### src/framer_alarm_pkg.sv
package framer_alarm_pkg;

    localparam int unsigned ADDR_W          = 8;
    localparam int unsigned NUM_GROUPS      = 4;

    // register indices; byte address is four times the index
    localparam logic [7:0]  IDX_SUMMARY     = 8'h14;
    localparam logic [7:0]  IDX_LINE_STATUS = 8'h16;
    localparam logic [7:0]  IDX_LINE_MASK   = 8'h17;
    localparam logic [7:0]  IDX_RX_ALARM_ST = 8'h18;
    localparam logic [7:0]  IDX_RX_ALARM_MK = 8'h19;
    localparam logic [7:0]  IDX_LOOP_CLK_ST = 8'h1A;
    localparam logic [7:0]  IDX_LOOP_CLK_MK = 8'h1B;
    localparam logic [7:0]  IDX_FRAME_ST    = 8'h1C;
    localparam logic [7:0]  IDX_FRAME_MK    = 8'h1D;
    localparam logic [7:0]  IDX_CONFIG      = 8'h30;

    // per group {3,2,1,0}: status index, event bits, both-edge bits (rest rise only)
    localparam logic [3:0][7:0] STATUS_IDX  = {8'h1C, 8'h1A, 8'h18, 8'h16};
    localparam logic [3:0][7:0] EVENT_BITS  = {8'hFF, 8'h00, 8'hF0, 8'h70};
    localparam logic [3:0][7:0] BOTH_BITS   = {8'h00, 8'hFF, 8'h00, 8'h8F};

    localparam logic [7:0]  RESET_BYTE      = 8'h00;
    localparam logic [3:0]  CFG_RESET       = 4'h0;
    localparam logic [1:0]  RESP_OKAY       = 2'h0;
    localparam logic [1:0]  RESP_SLVERR     = 2'h2;

    // timing
    localparam int unsigned CLK_PERIOD_NS   = 20;
    localparam int unsigned T1_CHANNEL_NS   = 5181;
    localparam int unsigned E1_CHANNEL_NS   = 3906;
    localparam int unsigned T1_CHANNEL_CYC  = (T1_CHANNEL_NS + CLK_PERIOD_NS - 1) / CLK_PERIOD_NS;
    localparam int unsigned E1_CHANNEL_CYC  = (E1_CHANNEL_NS + CLK_PERIOD_NS - 1) / CLK_PERIOD_NS;
    localparam int unsigned IDLE_W          = 9;
    localparam int unsigned MF_TICK_US      = 2000;
    localparam int unsigned MF_TICK_CYC     = MF_TICK_US * 1000 / CLK_PERIOD_NS;

    // carrier loss zero-run thresholds
    localparam int unsigned ZERO_W          = 12;
    localparam logic [11:0] T1_ZERO_RUN     = 12'h0C0;
    localparam logic [11:0] E1_ZERO_RUN     = 12'h0FF;
    localparam logic [11:0] E1_ZERO_RUN_EXT = 12'h800;

    typedef struct packed {
        logic clock_loss_pin_enable;
        logic extended_carrier_loss_select;
        logic crc4_enable;
        logic e1_mode;
    } cfg_t;

    typedef struct packed {
        logic input_level_low;
        logic line_carrier_loss;
        logic current_limit_exceeded;
        logic output_open_circuit;
        logic line_transmit_clock_loss;
        logic yellow_alarm_condition;
        logic unframed_all_ones_condition;
        logic loss_of_sync_condition;
        logic spare_code_detected;
        logic loop_down_detected;
        logic loop_up_detected;
        logic v52_link_detected;
        logic remote_alarm_condition;
    } detect_t;

    typedef struct packed {
        logic timer_event;
        logic signaling_change_event;
        logic jitter_limit_trip_event;
        logic ais_customer_pattern_event;
        logic signaling_all_ones_event;
        logic signaling_all_zeros_event;
        logic transmit_multiframe_event;
        logic transmit_align_frame_event;
        logic receive_multiframe_event;
        logic receive_crc4_multiframe_event;
        logic receive_align_frame_event;
    } event_t;

endpackage

### src/framer_alarm_event_interrupts.sv
`timescale 1ns/1ps
// Functional notes
// - line condition mask bits interrupt on both edges
// - timer, signaling, jitter mask bits gate events
// - clear events set when conditions stop
// - sync achieved event held until read
// - yellow (T1) and all-ones condition bits
// - carrier loss after 192/255/2048 zeros
// - loss-of-sync bit held while unsynchronized
// - second mask: events gated, conditions rising-edge only
// - T1 spare, loop-down, loop-up double-interrupt conditions
// - transmit clock loss, optional clock-loss pin
// - receive clock loss after one channel time
// - E1 V5.2 link and remote alarm conditions
// - distant multiframe alarm after two multiframes
// - third mask bits interrupt on both edges
// - T1 customer AIS pattern event
// - E1 signaling all-ones event
// - E1 signaling all-zeros event
// - transmit multiframe event every boundary
// - receive multiframe event every boundary
// - E1 transmit and receive align-frame events
// - CRC4 multiframe event, 2ms tick when disabled
// - all status and mask bits reset to zero
// - summary bit per register with enabled interrupt
module framer_alarm_event_interrupts #(
    parameter int unsigned MF_TICK_CYCLES = framer_alarm_pkg::MF_TICK_CYC
) (
    input  wire logic                      clk_sys,
    input  wire logic                      rst_n,
    input  wire logic [7:0]                s_axi_awaddr,
    input  wire logic                      s_axi_awvalid,
    output logic                           s_axi_awready,
    input  wire logic [31:0]               s_axi_wdata,
    input  wire logic [3:0]                s_axi_wstrb,
    input  wire logic                      s_axi_wvalid,
    output logic                           s_axi_wready,
    output logic [1:0]                     s_axi_bresp,
    output logic                           s_axi_bvalid,
    input  wire logic                      s_axi_bready,
    input  wire logic [7:0]                s_axi_araddr,
    input  wire logic                      s_axi_arvalid,
    output logic                           s_axi_arready,
    output logic [31:0]                    s_axi_rdata,
    output logic [1:0]                     s_axi_rresp,
    output logic                           s_axi_rvalid,
    input  wire logic                      s_axi_rready,
    input  wire framer_alarm_pkg::detect_t det,
    input  wire framer_alarm_pkg::event_t  evt,
    input  wire logic                      rx_bit_strobe,
    input  wire logic                      receive_positive_input,
    input  wire logic                      receive_negative_input,
    input  wire logic                      ts16_frame0_bit6,
    input  wire logic                      transmit_clock_pin,
    input  wire logic                      receive_data_clock_input,
    output logic                           clock_loss_pin,
    output logic                           irq
);
    import framer_alarm_pkg::*;

    ////////////////////////////////////////////////////////////////////////////
    // register state
    cfg_t                       cfg;
    logic [3:0][7:0]            mask;
    logic [3:0][7:0]            status;
    logic [3:0][7:0]            pending;
    logic [3:0][7:0]            src;
    logic [3:0][7:0]            src_prev;
    logic [3:0]                 rd_clr;
    logic [3:0]                 summary;

    function automatic logic idx_is(input logic [7:0] addr, input logic [7:0] idx);
        return addr[7:2] == idx[5:0] && addr[1:0] == 2'h0 && idx[7:6] == 2'h0;
    endfunction

    ////////////////////////////////////////////////////////////////////////////
    // framer carrier loss: run of zeros on both rails
    logic [ZERO_W-1:0]          zero_run;
    logic                       framer_carrier_loss;
    wire  logic [ZERO_W-1:0]    zero_limit = !cfg.e1_mode ? T1_ZERO_RUN :
                                             cfg.extended_carrier_loss_select ? E1_ZERO_RUN_EXT : E1_ZERO_RUN;
    wire  logic                 rx_one     = receive_positive_input | receive_negative_input;
    wire  logic                 run_full   = zero_run >= zero_limit;

    always_ff @(posedge clk_sys or negedge rst_n) begin
        if (!rst_n) begin
            zero_run <= '0;
        end else if (rx_bit_strobe) begin
            zero_run <= rx_one ? '0 : (run_full ? zero_run : zero_run + 1'b1);
        end
    end
    // a mode change re-evaluates at once, no need to wait for a new run
    assign framer_carrier_loss = run_full;

    ////////////////////////////////////////////////////////////////////////////
    // clock activity monitors, one channel time of silence
    logic [IDLE_W-1:0]          tx_idle;
    logic [IDLE_W-1:0]          rx_idle;
    logic                       tx_clk_prev;
    logic                       rx_clk_prev;
    wire  logic [IDLE_W-1:0]    chan_cyc = cfg.e1_mode ? IDLE_W'(E1_CHANNEL_CYC) : IDLE_W'(T1_CHANNEL_CYC);
    wire  logic                 transmit_clock_loss = tx_idle >= chan_cyc;
    wire  logic                 receive_clock_loss  = rx_idle >= chan_cyc;

    always_ff @(posedge clk_sys or negedge rst_n) begin
        if (!rst_n) begin
            tx_clk_prev <= 1'b0;
            rx_clk_prev <= 1'b0;
            tx_idle     <= '0;
            rx_idle     <= '0;
        end else begin
            tx_clk_prev <= transmit_clock_pin;
            rx_clk_prev <= receive_data_clock_input;
            tx_idle     <= (transmit_clock_pin != tx_clk_prev) ? '0 :
                           (transmit_clock_loss ? tx_idle : tx_idle + 1'b1);
            rx_idle     <= (receive_data_clock_input != rx_clk_prev) ? '0 :
                           (receive_clock_loss ? rx_idle : rx_idle + 1'b1);
        end
    end

    always_ff @(posedge clk_sys or negedge rst_n) begin
        if (!rst_n) begin
            clock_loss_pin <= 1'b0;
        end else begin
            clock_loss_pin <= transmit_clock_loss & cfg.clock_loss_pin_enable;
        end
    end

    ////////////////////////////////////////////////////////////////////////////
    // distant multiframe alarm and free-running 2ms tick
    logic [1:0]                 dma_run;
    logic [$clog2(MF_TICK_CYCLES)-1:0] mf_cnt;
    wire  logic                 mf_tick = mf_cnt == ($clog2(MF_TICK_CYCLES))'(MF_TICK_CYCLES - 1);
    wire  logic                 distant_multiframe_alarm = dma_run[1] & cfg.e1_mode;

    always_ff @(posedge clk_sys or negedge rst_n) begin
        if (!rst_n) begin
            dma_run <= 2'h0;
            mf_cnt  <= '0;
        end else begin
            mf_cnt <= mf_tick ? '0 : mf_cnt + 1'b1;
            // sampled regardless of signaling mode
            if (evt.receive_multiframe_event) begin
                dma_run <= ts16_frame0_bit6 ? {dma_run[0], 1'b1} : 2'h0;
            end
        end
    end

    ////////////////////////////////////////////////////////////////////////////
    // status sources per group
    wire  logic t1 = !cfg.e1_mode;
    wire  logic e1 = cfg.e1_mode;
    wire  logic yellow_alarm_condition      = det.yellow_alarm_condition & t1;
    wire  logic unframed_all_ones_condition = det.unframed_all_ones_condition;
    wire  logic loss_of_sync_condition      = det.loss_of_sync_condition;
    wire  logic yellow_alarm_clear_event    = src_prev[1][3] & ~yellow_alarm_condition;
    wire  logic all_ones_clear_event        = src_prev[1][2] & ~unframed_all_ones_condition;
    wire  logic framer_carrier_loss_clear   = src_prev[1][1] & ~framer_carrier_loss;
    wire  logic sync_achieved_event         = src_prev[1][0] & ~loss_of_sync_condition;
    wire  logic crc4_mf = cfg.crc4_enable ? evt.receive_crc4_multiframe_event : mf_tick;

    assign src[0] = {det.input_level_low, evt.timer_event, evt.signaling_change_event,
                     evt.jitter_limit_trip_event, det.line_carrier_loss, det.current_limit_exceeded,
                     det.output_open_circuit, det.line_transmit_clock_loss};
    assign src[1] = {yellow_alarm_clear_event, all_ones_clear_event, framer_carrier_loss_clear,
                     sync_achieved_event, yellow_alarm_condition, unframed_all_ones_condition,
                     framer_carrier_loss, loss_of_sync_condition};
    assign src[2] = {det.spare_code_detected & t1, det.loop_down_detected & t1,
                     det.loop_up_detected & t1, transmit_clock_loss, receive_clock_loss,
                     det.v52_link_detected & e1, distant_multiframe_alarm,
                     det.remote_alarm_condition & e1};
    assign src[3] = {evt.ais_customer_pattern_event & t1, evt.signaling_all_ones_event & e1,
                     evt.signaling_all_zeros_event & e1, evt.transmit_multiframe_event,
                     evt.transmit_align_frame_event & e1, evt.receive_multiframe_event,
                     crc4_mf & e1, evt.receive_align_frame_event & e1};

    ////////////////////////////////////////////////////////////////////////////
    // latching: event pulses and condition levels both stay set until read,
    // interrupt pending set by event, rising edge or either edge
    for (genvar g = 0; g < NUM_GROUPS; g++) begin : g_group
        wire logic [7:0] rise = src[g] & ~src_prev[g];
        wire logic [7:0] fall = ~src[g] & src_prev[g];
        wire logic [7:0] hit  = (EVENT_BITS[g] & src[g]) |
                                (~EVENT_BITS[g] & rise) |
                                (BOTH_BITS[g] & fall);

        always_ff @(posedge clk_sys or negedge rst_n) begin
            if (!rst_n) begin
                status[g]   <= RESET_BYTE;
                pending[g]  <= RESET_BYTE;
                src_prev[g] <= RESET_BYTE;
            end else begin
                src_prev[g] <= src[g];
                // set wins over the read-clear in the same cycle
                status[g]   <= (status[g] & ~{8{rd_clr[g]}}) | src[g];
                pending[g]  <= (pending[g] & ~{8{rd_clr[g]}}) | hit;
            end
        end
        assign summary[g] = |(pending[g] & mask[g]);
    end

    assign irq = |summary;

    ////////////////////////////////////////////////////////////////////////////
    // AXI4-Lite write path: address and data taken in either order
    logic                       aw_held;
    logic                       w_held;
    logic [7:0]                 aw_addr;
    logic [7:0]                 w_byte;
    logic                       w_lane;
    wire  logic                 do_write = aw_held & w_held & ~s_axi_bvalid;
    wire  logic                 wr_cfg   = idx_is(aw_addr, IDX_CONFIG);
    wire  logic [3:0]           wr_mask  = {idx_is(aw_addr, IDX_FRAME_MK), idx_is(aw_addr, IDX_LOOP_CLK_MK),
                                            idx_is(aw_addr, IDX_RX_ALARM_MK), idx_is(aw_addr, IDX_LINE_MASK)};
    wire  logic [3:0]           wr_stat  = {idx_is(aw_addr, STATUS_IDX[3]), idx_is(aw_addr, STATUS_IDX[2]),
                                            idx_is(aw_addr, STATUS_IDX[1]), idx_is(aw_addr, STATUS_IDX[0])};
    wire  logic                 wr_known = wr_cfg | (|wr_mask) | (|wr_stat) | idx_is(aw_addr, IDX_SUMMARY);

    assign s_axi_awready = ~aw_held;
    assign s_axi_wready  = ~w_held;

    always_ff @(posedge clk_sys or negedge rst_n) begin
        if (!rst_n) begin
            aw_held      <= 1'b0;
            w_held       <= 1'b0;
            aw_addr      <= 8'h00;
            w_byte       <= 8'h00;
            w_lane       <= 1'b0;
            s_axi_bvalid <= 1'b0;
            s_axi_bresp  <= RESP_OKAY;
        end else begin
            if (s_axi_awvalid && !aw_held) begin
                aw_held <= 1'b1;
                aw_addr <= s_axi_awaddr;
            end
            if (s_axi_wvalid && !w_held) begin
                w_held <= 1'b1;
                w_byte <= s_axi_wdata[7:0];
                w_lane <= s_axi_wstrb[0];
            end
            if (do_write) begin
                aw_held      <= 1'b0;
                w_held       <= 1'b0;
                s_axi_bvalid <= 1'b1;
                s_axi_bresp  <= wr_known ? RESP_OKAY : RESP_SLVERR;
            end else if (s_axi_bvalid && s_axi_bready) begin
                s_axi_bvalid <= 1'b0;
            end
        end
    end

    // status and summary are read-only; writes there are accepted and dropped
    always_ff @(posedge clk_sys or negedge rst_n) begin
        if (!rst_n) begin
            cfg  <= CFG_RESET;
            mask <= {NUM_GROUPS{RESET_BYTE}};
        end else if (do_write && w_lane) begin
            if (wr_cfg) begin
                cfg <= cfg_t'(w_byte[3:0]);
            end
            for (int i = 0; i < NUM_GROUPS; i++) begin
                if (wr_mask[i]) begin
                    mask[i] <= w_byte;
                end
            end
        end
    end

    ////////////////////////////////////////////////////////////////////////////
    // AXI4-Lite read path; reading a status register clears it
    logic [7:0]                 rd_byte;
    logic                       rd_known;
    wire  logic                 rd_take  = s_axi_arvalid & s_axi_arready;

    always_comb begin
        rd_byte  = 8'h00;
        rd_known = 1'b1;
        rd_clr   = 4'h0;
        if (idx_is(s_axi_araddr, IDX_SUMMARY)) begin
            rd_byte = {4'h0, summary};
        end else if (idx_is(s_axi_araddr, IDX_CONFIG)) begin
            rd_byte = {4'h0, cfg};
        end else begin
            rd_known = 1'b0;
            for (int i = 0; i < NUM_GROUPS; i++) begin
                if (idx_is(s_axi_araddr, STATUS_IDX[i])) begin
                    rd_byte   = status[i];
                    rd_known  = 1'b1;
                    rd_clr[i] = rd_take;
                end else if (idx_is(s_axi_araddr, STATUS_IDX[i] + 8'h01)) begin
                    rd_byte  = mask[i];
                    rd_known = 1'b1;
                end
            end
        end
    end

    assign s_axi_arready = ~s_axi_rvalid;

    always_ff @(posedge clk_sys or negedge rst_n) begin
        if (!rst_n) begin
            s_axi_rvalid <= 1'b0;
            s_axi_rdata  <= 32'h0000_0000;
            s_axi_rresp  <= RESP_OKAY;
        end else if (rd_take) begin
            s_axi_rvalid <= 1'b1;
            s_axi_rdata  <= {24'h00_0000, rd_byte};
            s_axi_rresp  <= rd_known ? RESP_OKAY : RESP_SLVERR;
        end else if (s_axi_rready) begin
            s_axi_rvalid <= 1'b0;
        end
    end
endmodule // framer_alarm_event_interrupts

### config.mk
export PLATFORM = sky130hd
export DESIGN_NAME = framer_alarm_event_interrupts
export DESIGN_NICKNAME = d
export VERILOG_FILES = /design/src/framer_alarm_pkg.sv /design/src/framer_alarm_event_interrupts.sv
export SDC_FILE = /design/constraint.sdc
export NUM_CORES = 1
export LEC_CHECK = 0
export BUFFER_PORTS_ARGS = -buffer_cell sky130_fd_sc_hd__buf_4
export CAP_MARGIN = 15
export CORE_ASPECT_RATIO = 0.8
export CORE_MARGIN = 2
export CORE_UTILIZATION = 50
export DETAILED_ROUTE_END_ITERATION = 16
export HOLD_SLACK_MARGIN = 0.12
export PLACE_DENSITY = 0.69
export SYNTH_ARGS = -nofsm -noshare
export SYNTH_HDL_FRONTEND = slang
export SYNTH_SLANG_ARGS = --single-unit
### constraint.sdc
create_clock -name clk_sys -period 3.7 [get_ports clk_sys]
set_input_delay 0.555 -clock clk_sys [delete_from_list [all_inputs] [get_ports clk_sys]]
set_output_delay 0.555 -clock clk_sys [all_outputs]
set_load 0.02 [all_outputs]
* Word-level counts from Yosys, hierarchy flattened *
Index checks and enable logic that the tools add are counted.

word-level totals
  output and inout port bits = 43
  word-level logic and storage cells = 235
  input bits = 89
  register bits after elaboration = 205

cells by class
  add/sub/neg operators = 4
  bitwise logic cells = 71
  equality and inequality tests = 26
  order comparisons = 3
  reduce and logical (&&, ||, !) cells = 46
  mux-type cells = 48

operator list
  operator               number
  $and 8x8->8            16
  $eq 6x5->1 const B     18
  $mux 8                 10
  $or 8x8->8             10
  $not 8->8              8
  $mux 12                4
  $mux 9                 5
  $reduce_or 32->1       1
  $reduce_or 8->1        4
  $logic_and 1x1->1      24
  $mux 1                 23
  $and 1x1->1            21
  $add 9x1->9 const B    2
  $ge 9x9->1             2
  $add 17x1->17 const B  1
  $eq 17x17->1 const B   1
  $mux 17                1
  $add 12x1->12 const B  1
  $eq 6x6->1 const B     2
  $ge 12x12->1           1
  $reduce_and 2->1       6
  $mux 4                 2
  $not 1->1              8
  $or 7x8->8             1
  other kinds (11)       26

* Logic depth before layout (Yosys ltp) *
  depth after elaboration = 13
  depth in mapped cells = 12
  gate-level depth less buffers = 10

* Worst setup path before layout *
OpenSTA, ideal clock, no wires.

  path type = register to register
  start point = register cfg (netlist bit e1)
  end point = register zero_run[6]
  setup time = 78 ps
  stages on the path, launching flop included = 13
  slack = 1006 ps
  required time = 3622 ps
  arrival time = 2616 ps
  buffers on the path = 2
  period minus slack after synthesis = 2694 ps
  cell sequence = dfrtp_1 clkbuf_1 buf_1 nand2_1 inv_1 ha_1 nor4_2 o2111ai_1 a41oi_2 or2_2 inv_2 or4_1 a21oi_1

on the way
  word-level cells in the longest chain between the ends = 4

ends and longest elaborated chain
  what                        line                                  source
  start, declared             framer_alarm_event_interrupts.sv:63   cfg_t cfg;
  start signal, assigned      framer_alarm_event_interrupts.sv:259  cfg <= cfg_t'(w_byte[3:0]);
  $mux 12                     framer_alarm_event_interrupts.sv:80   wire logic [ZERO_W-1:0] zero_limit = !cfg.e1_mode ? T1_ZERO_RUN :
  $ge 12x12->1                framer_alarm_event_interrupts.sv:83   wire logic run_full = zero_run >= zero_limit;
  via framer_carrier_loss     framer_alarm_event_interrupts.sv:79   logic framer_carrier_loss;
  $ne 2x1->1 (no line)        n/a
  $reduce_and 2->1 (no line)  n/a
  end signal, assigned        framer_alarm_event_interrupts.sv:89   zero_run <= rx_one ? '0 : (run_full ? zero_run : zero_run + 1'b1);
  end, declared               framer_alarm_event_interrupts.sv:78   logic [ZERO_W-1:0] zero_run;

The timed path passes the listed nets, and every way through them passes these cells.
A chain may end at the register's enable or synchronous reset.

* Worst setup path after layout *
  start point = register cfg[2] (netlist name)
  end point = register zero_run[6]

on the way
  word-level cells in the longest chain between the ends = 5

ends and longest elaborated chain
  what                        line                                 source
  $mux 12                     framer_alarm_event_interrupts.sv:81  cfg.extended_carrier_loss_select ? E1_ZERO_RUN_EXT : E1_ZERO_RUN;
  $mux 12                     framer_alarm_event_interrupts.sv:80
  $ge 12x12->1                framer_alarm_event_interrupts.sv:83
  via framer_carrier_loss     framer_alarm_event_interrupts.sv:79
  $ne 2x1->1 (no line)        n/a
  $reduce_and 2->1 (no line)  n/a

The timed path passes the listed nets, and every way through them passes these cells.

==> results.py <==
metrics = {
    "yosys": {
        "yosysSeqAreaShare_pct": 52.7,
        "synthAdderAreaFrac_pct": 2.77,
        "avgSynthCellArea_um2": 10.8,
        "async_flop_share_pct": 100,
        "synth_top_family_by_area": "simple AND/OR/NAND/NOR gates",
        "yosysTopAreaCellShare_pct": 52.7,
        "yosys.area_share.simple_pct": 16.1,
        "synth_edf_count": 0,
        "ys_warn_count": 0,
        "synthTopCellsByArea": "dfrtp_1 (53%), mux2_2 (6.2%), nand2_1 (4.0%)",
        "syn_area_um2": 9490,
        "syn_inst": 879,
        "synth.top_cells.by_count": "dfrtp_1 (200), nand2_1 (100), nor2_1 (66), mux2_2 (52), o21ai_0 (33)",
        "ys.flop_type": "dfrtp_1",
        "synth_cell_types": 67,
        "ys_ff_latch": 200,
        "synth_top_cell_by_area": "dfrtp_1",
        "yosysMostFrequentCell": "dfrtp_1",
        "synth_xor_area_share_pct": 4.61,
        "synth.area.mux_share_pct": 7.22,
        "synth_compound_area_share_pct": 12.2,
    },
    "sta": {
        "clock_skew_ps": 10.8,
        "setup_viol": 0,
        "fmax_mhz": 354,
        "worst_pin_slew_ps": 831,
        "slew_headroom_pct": 44.0,
        "drv_slew": 0,
        "fin_crit_ps": 2830,
        "tns_ps": 0,
        "rsz0062_at_grt": "no",
        "hold_viol": 0,
        "fin_crit_sh_pct": 76.4,
    },
    "power_and_ir_drop": {
        "vdd_drop_max_v": 0.000268,
        "p_per_area_nw_per_um2": 510,
        "p_int_uw": 3840,
        "switching_share_pct": 30.5,
        "seq_power_share_pct": 49.8,
        "clockPowerShare_pct": 32.9,
        "leakage_uw": 0.00499,
        "p_sw_uw": 1690,
        "p_comb_share_pct": 17.3,
    },
    "setup_path": {
        "critPathBufInv": 1,
        "max_stage_delay_ps": 510,
        "critPathSlowestCell": "or4_1",
        "r2r_end": "zero_run[6]",
        "cp.required_ps": 4060,
        "rr_worst_depth": 9,
        "r2r_slack_ps": 870,
        "end_kind": "flip-flop",
        "start_kind": "flip-flop",
        "r2r-start": "cfg[2]",
        "cp_max_fo": 11,
        "cp_cell_sequence": "nand2b_1 > ha_1 > a21oi_1 > o2111ai_1 > a41oi_2 > or2_2 > inv_2 > or4_1 > a21oi_1",
        "path_delay_family": "simple AND/OR/NAND/NOR gates",
        "crit_top_cell": "a21oi_1",
        "arrival_ps": 3190,
        "worst-setup-path-type": "flip-flop to flip-flop",
    },
    "layout": {
        "drive_gt1_share_pct": 19.7,
        "multiInputGateArea_um2": 4180,
        "fill_cells": 1630,
        "layout.area.seq_um2": 5000,
        "area_delta_synth_final_pct": 14.3,
        "final_area_um2": 10900,
        "layout.nets": 1066,
        "antenna_cells": 0,
    },
    "floorplanning": {
        "die_h_um": 127,
        "rows": 45,
        "ios": 132,
        "core_area_um2": 18800,
        "die_w_um": 158,
        "dieArea_um2": 20100,
        "initial_core_util_pct": 50.5,
    },
    "clocking": {
        "clkSlewWorstSetupHoldPaths_ps": 80,
        "htree_num_levels": 4,
        "cts_tree": "done",
        "clkSinkCount": 200,
        "hold_buffers": 0,
        "root_buffer": "clkbuf_16",
        "post_cts_resized": 0,
        "numCtsBuffers": 17,
        "postCtsSetupBuffers": 0,
        "clockBufferDepth": 2,
        "clk_latency_ps": 440,
    },
    "global_routing": {
        "grt_max_degree": 84,
        "grt_usage_pct": 21.7,
        "grt_pass1_wl_um": 33900,
        "antenna_found_initial": 0,
        "grt-ovfl-total": 0,
        "grt_pass1_vias": 6359,
    },
    "routing": {
        "wl_per_cell_um": 16.8,
        "vias": 6748,
        "drt_iter0_drc": 428,
        "wl_um": 20600,
        "drc": 0,
        "firstDrtPassIters": 5,
        "antenna_left": 0,
        "via_per_inst": 5.50,
    },
    "outcome": {
        "outcome": "finished, final reports clean",
    },
    "placed_design": {
        "gp_congestion": 0.932,
        "numPortBuffers": 78,
        "hpwl_um": 14500,
        "place_area_um2": 10300,
    },
    "hold_path": {
        "hold_class": "input port to asynchronous set/reset pin",
    },
    "job": {
        "maxCapViolations": 0,
    },
}
-- flip-flops by register name, indices dropped and copies added (netlist names), 2 cells and up --
register / count
aw_addr: 8
pending: 32
src_prev: 17
status: 32
tx_idle: 9
mf_cnt: 17
zero_run: 12
s_axi_rdata: 8
w_byte: 8
rx_idle: 9
cfg: 3
mask: 32
dma_run: 2
-- cells by family (layout without fill, tap and decap cells) --
logic type / Yosys count / count (layout)
compound gates: 166 / 166
flops: 200 / 200
simple gates: 300 / 300
other cells: 1 / 26
xor+xnor: 50 / 50
fa+ha+maj: 21 / 21
buf+inv: 79 / 144
mux: 62 / 62
-- placed cells by master, fill, tap and decap left out, types with 27 or more instances in the layout --
| cell type | synthesis | layout |
|---|---|---|
| o21ai_0 | 33 | 33 |
| a21o_1 | 29 | 29 |
| nor2_1 | 66 | 66 |
| buf_4 | 28 | 82 |
| dfrtp_1 | 200 | 200 |
| nand2_1 | 100 | 100 |
| nand3_1 | 27 | 27 |
| mux2_2 | 52 | 52 |
-- power by group through the flow --
| stage | clock network (uW) | logic [uW] | registers [uW] |
|---|---|---|---|
| after floorplan | 0 | 656 | 2660 |
| after global placement | 0 | 936 | 2780 |
| after detailed placement | 0 | 961 | 2780 |
| after CTS | 1860 | 969 | 2740 |
| after global routing | 1960 | 1070 | 2780 |
| final | 1820 | 959 | 2750 |
-- routing by layer --
layer  wire [um]  share of wire [%]  global-route usage (%)
met4         270                1.3                    5.67
met1       10300                 50                    33.4
met2        8910                 43                    31.5
met5           0                  0                       0
met3        1220                5.9                    4.17
-- area by class of cell --
class | count | area share, %
tap | 258 | 2.97
inverter | 27 | 0.934
timing repair buffer | 85 | 6.17
sequential | 200 | 46.1
clock inverter | 13 | 1.25
clock buffer | 19 | 4.08
multi-input combinational | 625 | 38.5
-- through the flow --
step           hold slack (ps)  total power (uW)  setup WS, ps  utilization (%)  instances
2_1_floorplan              259              3310          1010                -        904
3_3_place_gp               437              3710           919             54.6       1195
3_5_place_dp               446              3740           914             54.6       1195
4_1_cts                    178              5570           879             57.7       1227
5_1_grt                    200              5810           672             57.7       1227
6_report                   162              5530           874             57.7       1227
-- worst max path at each step --
| stage | from | slack [ps] | endpoint | depth (start not counted) |
|---|---|---|---|---|
| detailed placement | cfg[2] | 910 | zero_run[6] | 9 |
| global route | cfg[2] | 670 | zero_run[6] | 10 |
| floorplan | e1 | 1010 | zero_run[6] | 12 |
| global placement | s_axi_araddr[7] | 920 | pending[15] | 5 |
| CTS | cfg[2] | 880 | zero_run[6] | 9 |
| finish | cfg[2] | 870 | zero_run[6] | 9 |
Note: power is estimated with default switching activity, not from simulation.
